$ cat src/sram_host_map.vh
`ifndef SRAM_HOST_MAP_VH
`define SRAM_HOST_MAP_VH

// Array shape
`define ADDR_W 18
`define DATA_W 16
`define LANE_LO_MSB 7
`define LANE_HI_LSB 8

// Timing figures in ns
`define CLK_PERIOD_NS 8
`define READ_CYCLE_NS 45
`define ADDR_TO_WRITE_END_NS 35
`define WRITE_PULSE_NS 35
`define DATA_SETUP_TIME_NS 25
`define STROBE_LOW_TO_FLOAT_DELAY_NS 18
`define OUTPUT_FLOAT_NS 18
`define WRITE_CYCLE_NS 45

// Cycle counts: least times round up
`define CEIL_CYC(ns) (((ns) + `CLK_PERIOD_NS - 1) / `CLK_PERIOD_NS)
`define READ_CYC `CEIL_CYC(`READ_CYCLE_NS)
`define WRITE_PULSE_CYC `CEIL_CYC(`DATA_SETUP_TIME_NS + `STROBE_LOW_TO_FLOAT_DELAY_NS)
`define FLOAT_CYC `CEIL_CYC(`OUTPUT_FLOAT_NS)
`define WRITE_RECOVERY_CYC `CEIL_CYC(`WRITE_CYCLE_NS - `WRITE_PULSE_NS)

`endif

$ cat src/sram_host_ctrl.v
`timescale 1ns/1ps
`include "sram_host_map.vh"
// Functional notes
// - Raise all qualifiers before write; write ends when first one drops.
// - Host holds write data stable around the edge that ends the write.
// - Host keeps write strobe high during every read.
// - Host presents address no later than active-low select falling.
// - Strobe-timed write with output enable low lasts setup plus float delay.
module sram_host_ctrl #(
    parameter AW = `ADDR_W,
    parameter DW = `DATA_W
) (
    input wire clk,
    input wire reset,
    input wire req_valid,
    output wire req_ready,
    input wire req_write,
    input wire [AW-1:0] req_addr,
    input wire [DW-1:0] req_wdata,
    input wire [1:0] req_lanes,
    output reg rsp_valid,
    output reg [DW-1:0] rsp_rdata,
    output reg [AW-1:0] mem_addr,
    output reg select_low_active_n,
    output reg select_high_active,
    output reg write_strobe_n,
    output reg output_enable_n,
    output reg lower_byte_lane_n,
    output reg upper_byte_lane_n,
    output reg [DW-1:0] data_out,
    output reg [DW-1:0] data_oe,
    input wire [DW-1:0] data_in
);
    localparam [2:0] S_IDLE = 3'h0;
    localparam [2:0] S_READ = 3'h1;
    localparam [2:0] S_WRITE = 3'h2;
    localparam [2:0] S_HOLD = 3'h3;
    localparam [2:0] S_FLOAT = 3'h4;

    localparam CW = 4;
    // Timer loads: a load of n holds the state for n + 1 cycles
    localparam integer READ_CNT_I = `READ_CYC + 2;
    localparam integer WRITE_CNT_I = `WRITE_PULSE_CYC;
    localparam integer FLOAT_CNT_I = `FLOAT_CYC;
    localparam integer RECOVER_CNT_I = `WRITE_RECOVERY_CYC;
    localparam [CW-1:0] READ_CNT = READ_CNT_I[CW-1:0];
    localparam [CW-1:0] WRITE_CNT = WRITE_CNT_I[CW-1:0];
    localparam [CW-1:0] FLOAT_CNT = FLOAT_CNT_I[CW-1:0];
    localparam [CW-1:0] RECOVER_CNT = RECOVER_CNT_I[CW-1:0];

    reg [2:0] state_q;
    reg [2:0] state_d;
    reg [DW-1:0] data_in_s1_q;
    reg [DW-1:0] data_in_s2_q;
    reg [1:0] lanes_q;
    reg t_load;
    reg [CW-1:0] t_count;
    wire t_done;
    wire [DW-1:0] lane_mask;
    wire [DW-1:0] req_lane_mask;
    genvar gi;

    sram_wait_timer #(.CW(CW)) u_timer (
        .clk(clk),
        .reset(reset),
        .load(t_load),
        .count(t_count),
        .done(t_done)
    );

    // Read data pins cross in through two flops
    always @(posedge clk) begin
        data_in_s1_q <= data_in;
        data_in_s2_q <= data_in_s1_q;
    end

    // Per-bit lane masks for the held and the incoming request
    generate
        for (gi = 0; gi < DW; gi = gi + 1) begin : g_lane
            if (gi <= `LANE_LO_MSB) begin : g_lo
                assign lane_mask[gi] = lanes_q[0];
                assign req_lane_mask[gi] = req_lanes[0];
            end else begin : g_hi
                assign lane_mask[gi] = lanes_q[1];
                assign req_lane_mask[gi] = req_lanes[1];
            end
        end
    endgenerate

    // Requests are accepted only in idle
    assign req_ready = (state_q == S_IDLE);

    // Next state and timer loads
    always @* begin
        state_d = state_q;
        t_load = 1'b0;
        t_count = {CW{1'b0}};
        case (state_q)
            S_IDLE: begin
                if (req_valid && req_lanes != 2'b00) begin
                    t_load = 1'b1;
                    if (req_write) begin
                        t_count = WRITE_CNT;
                        state_d = S_WRITE;
                    end else begin
                        t_count = READ_CNT;
                        state_d = S_READ;
                    end
                end
            end
            S_READ: begin
                if (t_done) begin
                    t_load = 1'b1;
                    t_count = FLOAT_CNT;
                    state_d = S_FLOAT;
                end
            end
            S_WRITE: begin
                if (t_done) begin
                    state_d = S_HOLD;
                end
            end
            S_HOLD: begin
                t_load = 1'b1;
                t_count = RECOVER_CNT;
                state_d = S_FLOAT;
            end
            S_FLOAT: begin
                if (t_done) begin
                    state_d = S_IDLE;
                end
            end
            default: begin
                state_d = S_IDLE;
            end
        endcase
    end

    // State register
    always @(posedge clk) begin
        if (reset) begin
            state_q <= S_IDLE;
        end else begin
            state_q <= state_d;
        end
    end

    // Pin drive registers
    always @(posedge clk) begin
        if (reset) begin
            lanes_q <= 2'b00;
            mem_addr <= {AW{1'b0}};
            select_low_active_n <= 1'b1;
            select_high_active <= 1'b0;
            write_strobe_n <= 1'b1;
            output_enable_n <= 1'b1;
            lower_byte_lane_n <= 1'b1;
            upper_byte_lane_n <= 1'b1;
            data_out <= {DW{1'b0}};
            data_oe <= {DW{1'b0}};
        end else begin
            if (state_q == S_IDLE && state_d != S_IDLE) begin
                // Address and lanes settle with selects in one edge
                mem_addr <= req_addr;
                lanes_q <= req_lanes;
                select_low_active_n <= 1'b0;
                select_high_active <= 1'b1;
                lower_byte_lane_n <= ~req_lanes[0];
                upper_byte_lane_n <= ~req_lanes[1];
                if (req_write) begin
                    write_strobe_n <= 1'b0;
                    output_enable_n <= 1'b1;
                    data_out <= req_wdata;
                    data_oe <= req_lane_mask;
                end else begin
                    write_strobe_n <= 1'b1;
                    output_enable_n <= 1'b0;
                    data_oe <= {DW{1'b0}};
                end
            end

            if (state_q == S_WRITE && t_done) begin
                // Strobe alone ends the write; data stays one more cycle
                write_strobe_n <= 1'b1;
            end

            if (state_q == S_HOLD) begin
                // Data released only after the strobe has risen
                data_oe <= {DW{1'b0}};
                select_low_active_n <= 1'b1;
                select_high_active <= 1'b0;
                lower_byte_lane_n <= 1'b1;
                upper_byte_lane_n <= 1'b1;
            end

            if (state_q == S_READ && t_done) begin
                // Read done: close the cycle
                output_enable_n <= 1'b1;
                select_low_active_n <= 1'b1;
                select_high_active <= 1'b0;
                lower_byte_lane_n <= 1'b1;
                upper_byte_lane_n <= 1'b1;
            end
        end
    end

    // Read response register; unselected lanes read as zero
    always @(posedge clk) begin
        if (reset) begin
            rsp_valid <= 1'b0;
            rsp_rdata <= {DW{1'b0}};
        end else begin
            rsp_valid <= 1'b0;
            if (state_q == S_READ && t_done) begin
                rsp_valid <= 1'b1;
                rsp_rdata <= data_in_s2_q & lane_mask;
            end
        end
    end
endmodule // sram_host_ctrl

$ cat src/sram_wait_timer.v
`timescale 1ns/1ps
// Loadable down counter; done is high while the count is zero
module sram_wait_timer #(
    parameter CW = 4
) (
    input wire clk,
    input wire reset,
    input wire load,
    input wire [CW-1:0] count,
    output wire done
);
    reg [CW-1:0] cnt_q;
    reg [CW-1:0] cnt_d;

    always @* begin
        cnt_d = cnt_q;
        if (load) begin
            cnt_d = count;
        end else if (cnt_q != {CW{1'b0}}) begin
            cnt_d = cnt_q - {{(CW-1){1'b0}}, 1'b1};
        end
    end

    always @(posedge clk) begin
        if (reset) begin
            cnt_q <= {CW{1'b0}};
        end else begin
            cnt_q <= cnt_d;
        end
    end

    assign done = (cnt_q == {CW{1'b0}});
endmodule // sram_wait_timer

$ cat config.mk
export PLATFORM = sky130hd
export DESIGN_NAME = sram_host_ctrl
export DESIGN_NICKNAME = d
export VERILOG_FILES = /design/src/sram_host_ctrl.v /design/src/sram_wait_timer.v
export VERILOG_INCLUDE_DIRS = /design/src /design/src/src
export SDC_FILE = /design/constraint.sdc
export NUM_CORES = 1
export LEC_CHECK = 0
export ABC_AREA = 1
export BUFFER_PORTS_ARGS = -buffer_cell sky130_fd_sc_hd__buf_2
export CAP_MARGIN = 40
export CORE_ASPECT_RATIO = 1.4
export CORE_UTILIZATION = 30
export DETAILED_ROUTE_END_ITERATION = 10
export PLACE_DENSITY = 0.52
export SYNTH_ARGS = -nofsm -noshare
export SYNTH_HDL_FRONTEND = slang
export SYNTH_SLANG_ARGS = --single-unit
$ cat constraint.sdc
create_clock -name clk -period 1.2 [get_ports clk]
set_input_delay 0 -clock clk [delete_from_list [all_inputs] [get_ports clk]]
set_output_delay 0 -clock clk [all_outputs]
set_load 0.01 [all_outputs]
==> flow_results.org, run 1 <==
** Status
- Status :: finished, violations left
- The checks that failed: negative setup slack.

** Timing
- After layout, the worst setup slack is -63.4 ps.
- Ratio of final minimum period to clock period :: 105%
- Achievable clock frequency :: 0.792 GHz
- Clock Skew :: 5.54 ps
- Subtracting the final worst setup slack from the clock period gives 1260 ps.
- Hold WS :: 54.4 ps
- Unrepaired setup endpoints after global routing :: true
- The final-report hold violation count is 0.
- The count of pins over their slew limit is 0.
- Max_slew headroom :: 75.6%
- Tightest Pin Transition :: 366 ps
- Setup violations remaining at the end of the flow were counted as 48.
- Summed over all failing endpoints, the final setup total negative slack is -933 ps.

** Die
- Starting utilization of the core area :: 31.1%
- The floorplan step defined a die boundary enclosing 0.0118 mm2.
- Core region area :: 0.0109 mm2
- The floorplan has 45 rows.
- 130 I/O pins were placed.
- The die is 91.9 um wide.
- The die is 128 um tall.

** Final layout
- Final instance area :: 0.00538 mm2
- Synthesis-to-finish area growth :: 58.4%
- The post-route netlist has 42.3% of its cells at a drive strength greater than 1.
- Fill cells in the final layout number 1033.
- Final core utilization :: 49.2%
- In the final design database the tool counted 622 nets.
- The finished layout holds 711 standard cells, fillers aside.
- Number of inserted diodes :: 0

** Drt
- Vias per std cell :: 4.28
- WL final :: 8710 um
- In the final routing, the length of wire on met1 measures 3470 um.
- Met3 routed wirelength :: 408 um
- The first detailed-routing pass ran for 4 iterations.
- Vias :: 3045
- Post-route DRC violation count :: 0
- DRC marker count from the first detailed-route iteration :: 163
- Avg WL per Cell :: 12.3 um
- Uppermost metal layer occupied by signal nets :: met4
- Residual antenna-violating net count after detailed routing :: 0
- Summed over all nets, wire length on met2 after detailed routing comes to 4430 um.

** Worst hold path
- Along the worst hold path, the cell count comes to 3.
- Critical hold path startpoint :: req_write
- The worst hold path terminates at data_oe[14]$_SDFFE_PP0P_.
- In this run the worst hold path is classified as in2reg.

** Setup path
- Kind of launch point of the worst setup path :: flip-flop
- Worst setup path startpoint :: state_q[2]$_SDFF_PP0_
- WP data required :: 1430 ps
- Arrival time of data at the critical path endpoint :: 1500 ps
- Nature of the critical path endpoint :: flip-flop
- Largest fanout on the critical path :: 8
- Number of cells traversed by the worst register-to-register path :: 9
- The setup path with the least slack is of type reg2reg.
- The endpoint identified for the worst register-to-register timing path is u_timer.cnt_q[0]$_SDFFE_PP0P_.
- The worst register-to-register path begins at state_q[2]$_SDFF_PP0_.
- Setup slack on the worst reg-to-reg path comes out at -60 ps.

** Placed design
- Port Buffer Count :: 129
- The congestion estimate from routability-driven global placement came to 0.786.
- Summing all placed instances gives a cell area of 0.00418 mm2.
- The wire-length estimate of the detail-placed layout is 5350 um.
- After detailed placement, the design holds a cell count of 630.

** Clock network
- Clk buf depth :: 2
- In this run, CTS created clock tree buffers numbering 9.
- Clock tree synthesis selected as its root buffer the cell clkbuf_16.
- Number of sinks on the clock net :: 100
- CTS tree :: done
- H-tree levels :: 3
- Latest clock arrival within the worst-skew pair :: 340 ps
- Worst-path clk slew :: 70 ps

** Synthesis
- Unique masters post-synth :: 28
- Number of synthesized flops with an enable pin :: 0
- During synthesis, Yosys emitted a total of 0 warnings.
- By instance count, the leading cell after synthesis is dfxtp_1.
- Sequential share of the synthesized area :: 59.0%
- After synthesis the netlist holds a flip-flop and latch count of 100.
- The most used flip-flop cell after synthesis is dfxtp_1.
- Synth async-reset ratio :: 0%
- The cell area that synthesis handed to floorplanning was 0.00340 mm2.
- Top cells by instance count after synthesis :: dfxtp_1, nor2_1, nand2_1
- The biggest area contributor in the post-synthesis netlist is dfxtp_1.
- Top cell type's share of synthesized area :: 59.0%
- Synthesized netlist net count :: 429
- Yosys attributes the largest share of cell area to dfxtp_1, nor2_1, nand2_1.
- Average instance area after synthesis :: 9.13 um2
- In the synthesized netlist, the number of instances is 372.

** Run
- Max-capacitance violation count :: 0

** Global routing
- Global routing used 14.1% of the available tracks across all layers.
- The number of antenna violations at the first check in global routing was 0.
- Via count of the first global-routing pass :: 2855
- Entering global routing, the biggest net connects 20 pins.
- Global routing finished with a remaining overflow of 0.
- The first global-routing pass estimated 13100 um of wire.

** Power
- Power per unit of standard cell area :: 1860 mW/mm2
- Leakage power total :: 2.55 nW
- Maximum vdd ir drop :: 880 uV
[critical path, cell delays in order (launching register included)]
cell	delay, ps
dfxtp_4	370
inv_4	60
nand3_4	80
inv_4	80
nand2_8	120
buf_12	170
nand3_4	80
nand2_2	50
nor2_1	100
nor2_1	50
[stage by stage]
step | worst slack, ps | power [mW]
2_1_floorplan | 11.3 | 5.37
3_3_place_gp | -30.9 | 6.10
3_5_place_dp | -62.5 | 6.17
4_1_cts | -39.3 | 9.70
5_1_grt | -122 | 10.6
6_report | -63.4 | 10.0
[worst max-delay path by stage]
stage	end	slack (ps)	depth (start not counted)
floorplan	data_out[10]$_SDFFE_PP0P_	10	9
CTS	rsp_rdata[11]$_SDFFE_PP0P_	-40	7
finish	u_timer.cnt_q[0]$_SDFFE_PP0P_	-60	9
global route	u_timer.cnt_q[0]$_SDFFE_PP0P_	-120	9
detailed placement	u_timer.cnt_q[0]$_SDFFE_PP0P_	-60	9
global placement	rsp_rdata[15]$_SDFFE_PP0P_	-30	6
[registers in the layout, summed over array words and instances (netlist names), 2 cells and up]
signal / flops
data_in_s2_q: 16
mem_addr: 18
rsp_rdata: 16
data_out: 16
state_q: 3
data_oe: 2
u_timer.cnt_q: 4
lanes_q: 2
data_in_s1_q: 16
[kinds of logic (layout without fill, tap and decap cells)]
kind of cell	Yosys count	in the layout	synth area share, %
and+or+nand+nor	161	164	21.4
DFF	100	100	59.0
adders and majority gates	1	1	0.368
AOI/OAI and AO/OA	63	63	10.6
xor gates and xnor gates	1	1	0.258
buffers and inverters	46	241	8.36
[timing repair]
action,in CTS,in global routing
pin swaps,11,21
cloned,3,1
endpoints found under the hold margin,56,0
hold buffers,54,0
gates resized for setup,25,54
setup endpoints to repair,53,64
buffers inserted,6,4
[final cells by class]
class                           instances  area [um2]  area share, %
Multi-Input combinational cell        229        1340           24.9
Timing Repair Buffer                  209        1450           27.0
Clock inverter                          6        96.3           1.79
Clock buffer                           10         229           4.26
Inverter                               16        80.1           1.49
Tap cell                              141         176           3.28
Sequential cell                       100        2010           37.4
[routing by layer]
| layer | track usage, % | vias up |
|---|---|---|
| met5 | 0 | - |
| met4 | 7.08 | 0 |
| met3 | 2.73 | 27 |
| met2 | 26.3 | 103 |
| met1 | 15.0 | 1351 |
| li1 | - | 1564 |
[placed cells by master, fill, tap and decap left out, types with 8 or more instances in the layout]
master / n
nand2_2: 9
buf_4: 17
clkbuf_16: 10
buf_2: 129
o21ai_0: 29
nand2_1: 43
nand2_4: 8
o21ai_2: 14
nor2_1: 73
o21ai_1: 9
dlygate4sd3_1: 54
dfxtp_1: 96
[report_power, final]
part           switching (mW)  internal (mW)  leakage (nW)  total, mW
clock                    1.27           1.85         0.155       3.12
sequential              0.210           3.69         0.829       3.90
combinational            1.59           1.40          1.56       2.99
total                    3.07           6.95          2.55       10.0
Note: power is estimated with default switching activity, not from simulation.
==> run 2: changes to the inputs <==
--- a/config.mk
+++ b/config.mk
@@ -13,6 +13,7 @@
 export CORE_UTILIZATION = 30
 export DETAILED_ROUTE_END_ITERATION = 10
 export PLACE_DENSITY = 0.52
+export SLEW_MARGIN = 20
 export SYNTH_ARGS = -nofsm -noshare
 export SYNTH_HDL_FRONTEND = slang
 export SYNTH_SLANG_ARGS = --single-unit
==> constraint.sdc (replaced) <==
create_clock -name clk -period 1.2 [get_ports clk]
set_input_delay 0.06 -clock clk [delete_from_list [all_inputs] [get_ports clk]]
set_output_delay 0.06 -clock clk [all_outputs]
set_load 0.01 [all_outputs]
==> flow_results.org, run 2 (synthesized netlist as in run 1, its figures left out) <==
** Placed design
- Port Buffer Count :: 129
- Routability Congestion :: 0.786
- Placed cell count :: 630
- Post-DP HPWL :: 5350 um
- The placed instances occupy a cell area of 0.00418 mm2.

** Timing
- Tightest Pin Transition :: 460 ps
- Final-report max-slew violation count :: 0
- Time the final worst path needs with I/O delays and setup :: 1250 ps
- Final Worst Setup Slack :: -49.2 ps
- Achievable clock frequency :: 0.800 GHz
- Unrepaired setup endpoints after global routing :: true
- Ratio of final minimum period to clock period :: 104%
- The final-report hold violation count came to 0.
- Setup violations remaining at the end of the flow were counted as 28.
- Max_slew headroom :: 69.3%
- On the final layout, the worst clock skew is 6.90 ps.

** Worst hold path
- The min-delay analysis places its worst path in the category in2reg.

** Power
- Leakage power total :: 2.53 nW
- Sequential cells burn 38.5% of the power.
- In this run, the clock network consumes 30.8% of the power.
- Internal power :: 7.02 mW
- Overall power after layout :: 10.1 mW
- Psw :: 3.13 mW
- Maximum vdd ir drop :: 860 uV
- Combinational Power Share :: 30.8%
- Power per unit of standard cell area :: 1870 mW/mm2
- Net switching is 30.8% of the power.

** Drt
- In the routed layout, each cell is associated on average with a via count of 4.33.
- WL final :: 8810 um
- Post-route DRC violation count :: 0
- Once detail routing completed, the nets flagged for antenna violations numbered 0.
- In this run, the number of DRC markers left after iteration 0 of detailed routing was 140.
- Before antenna repair, the detailed router went through 4 iterations.
- Vias :: 3074
- After detailed routing, the average wire length per cell comes to 12.4 um.

** Global routing
- The number of antenna violations at the first check in global routing came to 0.
- Global routing consumed, over all layers together, 14.1% of the routing resources.
- The number of global-route vias before repair was 2838.
- Global routing finished with a remaining overflow of 0.
- Maximum number of pins on one net before global-route repair :: 20
- The first global-routing pass estimated 13000 um of wire.

** Final layout
- The final layout contains 621 nets.
- Measured on the finished design, the core utilization comes to 49.6%.
- Synthesis-to-finish area growth :: 59.4%
- Most common cell after layout, fill and taps aside :: buf_2
- Register with the most flip-flops :: mem_addr
- The count of cells in the finished layout, fillers not included, comes to 710.
- The register with the most flip-flops in the layout has 18 of them.
- The number of antenna diodes in the final layout is 0.
- In the final layout, the share of cells above drive strength 1 is 43.4%.
- Most frequent cells in the layout :: buf_2, dfxtp_1, nor2_1, dlygate4sd3_1, nand2_1
- Final instance area :: 0.00541 mm2

** Status
- The final reports fail on negative setup slack.
- The run finished, with violations left.

** Clock network
- The longest clock path from root to sink contains 2 buffers.
- TritonCTS built the clock tree.
- Clk root buf :: clkbuf_16
- Worst-path clk slew :: 70 ps
- Latest clock arrival within the worst-skew pair :: 340 ps
- The H-tree generated during clock tree synthesis spans 3 levels.
- CTS saw 100 sinks.
- In this run, CTS created clock tree buffers numbering 9.

** Run
- Across the run, the number of max-cap violations was 0.

** Setup path
- In this design, the stage delay of the slowest critical-path cell is 340 ps.
- For the worst setup path, the data arrival time is 1480 ps.
- In this run the number of cells on the critical path is 8.
- The signal on the critical path passes through inv_4, nor2_4, nand2_2, nor2_4, nor2_4, clkbuf_16, nand2_1, o21ai_2.
- Endpoint of the lowest-slack register-to-register path :: rsp_rdata[6]$_SDFFE_PP0P_
- The critical path starts at state_q[0]$_SDFF_PP0_.
- Worst reg-to-reg setup slack :: -50 ps
- The number of buffers and inverters on the critical path is 2.
- Number of cells traversed by the worst register-to-register path :: 8
- Following the worst setup path forward leads to its endpoint at rsp_rdata[6]$_SDFFE_PP0P_.
- Kind of cell adding the most delay to the critical path :: simple AND/OR/NAND/NOR gates
- Nature of the critical path endpoint :: flip-flop
- For the worst setup path, the data required time is 1430 ps.
- For this design, the slowest cell found on the critical path is dfxtp_2.
- Crit Reg-Reg Startpoint :: state_q[0]$_SDFF_PP0_
- In this run the worst path has a maximum fanout of 8.
- Kind of launch point of the worst setup path :: flip-flop
- The worst setup path is of the reg2reg kind.
- Crit path top cell by count :: nor2_4

** Die
- Width of the die :: 91.9 um
- The die is 128 um tall.
- Cell row count :: 45
- The die covers 0.0118 mm2.
- Starting utilization of the core area :: 31.1%
- Core region area :: 0.0109 mm2
- 130 I/O pins were placed.
-- run 2: cell count changes in the layout (fill, tap and decap cells not counted), sizes merged --
cell	before	now
buf	154	153
dlygate4sd3	54	52
nand2	65	66
nor2	84	85
-- run 2: metal layers --
layer	track usage (%)	part of all wire [%]
met1	14.9	40
met2	26.3	52
met3	2.85	5.1
met4	7.08	3.3
met5	0	0
-- run 2: worst min-delay path by stage --
stage                 startpoint                  endpoint  slack, ps  depth (start not counted)
CTS                 req_lanes[1]   lanes_q[1]$_SDFFE_PP0P_         10                          3
floorplan             data_in[0]   data_in_s1_q[0]$_DFF_P_         90                          0
global placement      data_in[1]   data_in_s1_q[1]$_DFF_P_        160                          1
detailed placement   data_in[14]  data_in_s1_q[14]$_DFF_P_        160                          1
finish              req_lanes[1]   lanes_q[1]$_SDFFE_PP0P_         30                          3
global route        req_lanes[1]   lanes_q[1]$_SDFFE_PP0P_         30                          3
-- run 2: area by class of cell --
type	instances	area, um2
well taps	141	176
multi-input cells	231	1370
fillers	1022	5510
repair buffers	206	1450
clock inverters	6	96.3
flip-flops and latches	100	2010
inverters	16	82.6
clock buffers	10	229
-- run 2: worst reg2reg max path, cell delays in order (launching register included) --
cell       delay (ps)
dfxtp_2           340
inv_4              50
nor2_4            140
nand2_2            80
nor2_4            170
nor2_4             80
clkbuf_16         180
nand2_1            70
o21ai_2            50
-- run 2: power by group through the flow --
| stage | clock network, mW | logic, mW | registers (mW) |
|---|---|---|---|
| 2_1_floorplan | 0 | 1.34 | 4.03 |
| 3_3_place_gp | 0 | 2.16 | 3.94 |
| 3_5_place_dp | 0 | 2.21 | 3.96 |
| 4_1_cts | 3.22 | 2.63 | 3.89 |
| 5_1_grt | 3.36 | 3.40 | 3.94 |
| 6_report | 3.12 | 3.12 | 3.90 |
-- run 2: timing repair --
item	4_1_cts	5_1_grt
gates resized for setup	32	77
endpoints found under the hold margin	52	0
setup endpoints to repair	54	64
gates cloned	3	3
setup buffers	6	3
pin swaps	11	16
hold buffers	52	0
-- run 2: per-stage QoR --
stage / hold WS, ps / TNS, ps / worst slack [ps]
floorplan: 87.7 / 0 / 11.3
finish: 25.0 / -643 / -49.2
CTS: 13.1 / -380 / -41.0
global route: 31.1 / -3580 / -121
detailed placement: 164 / -1850 / -62.5
global placement: 162 / -296 / -30.9
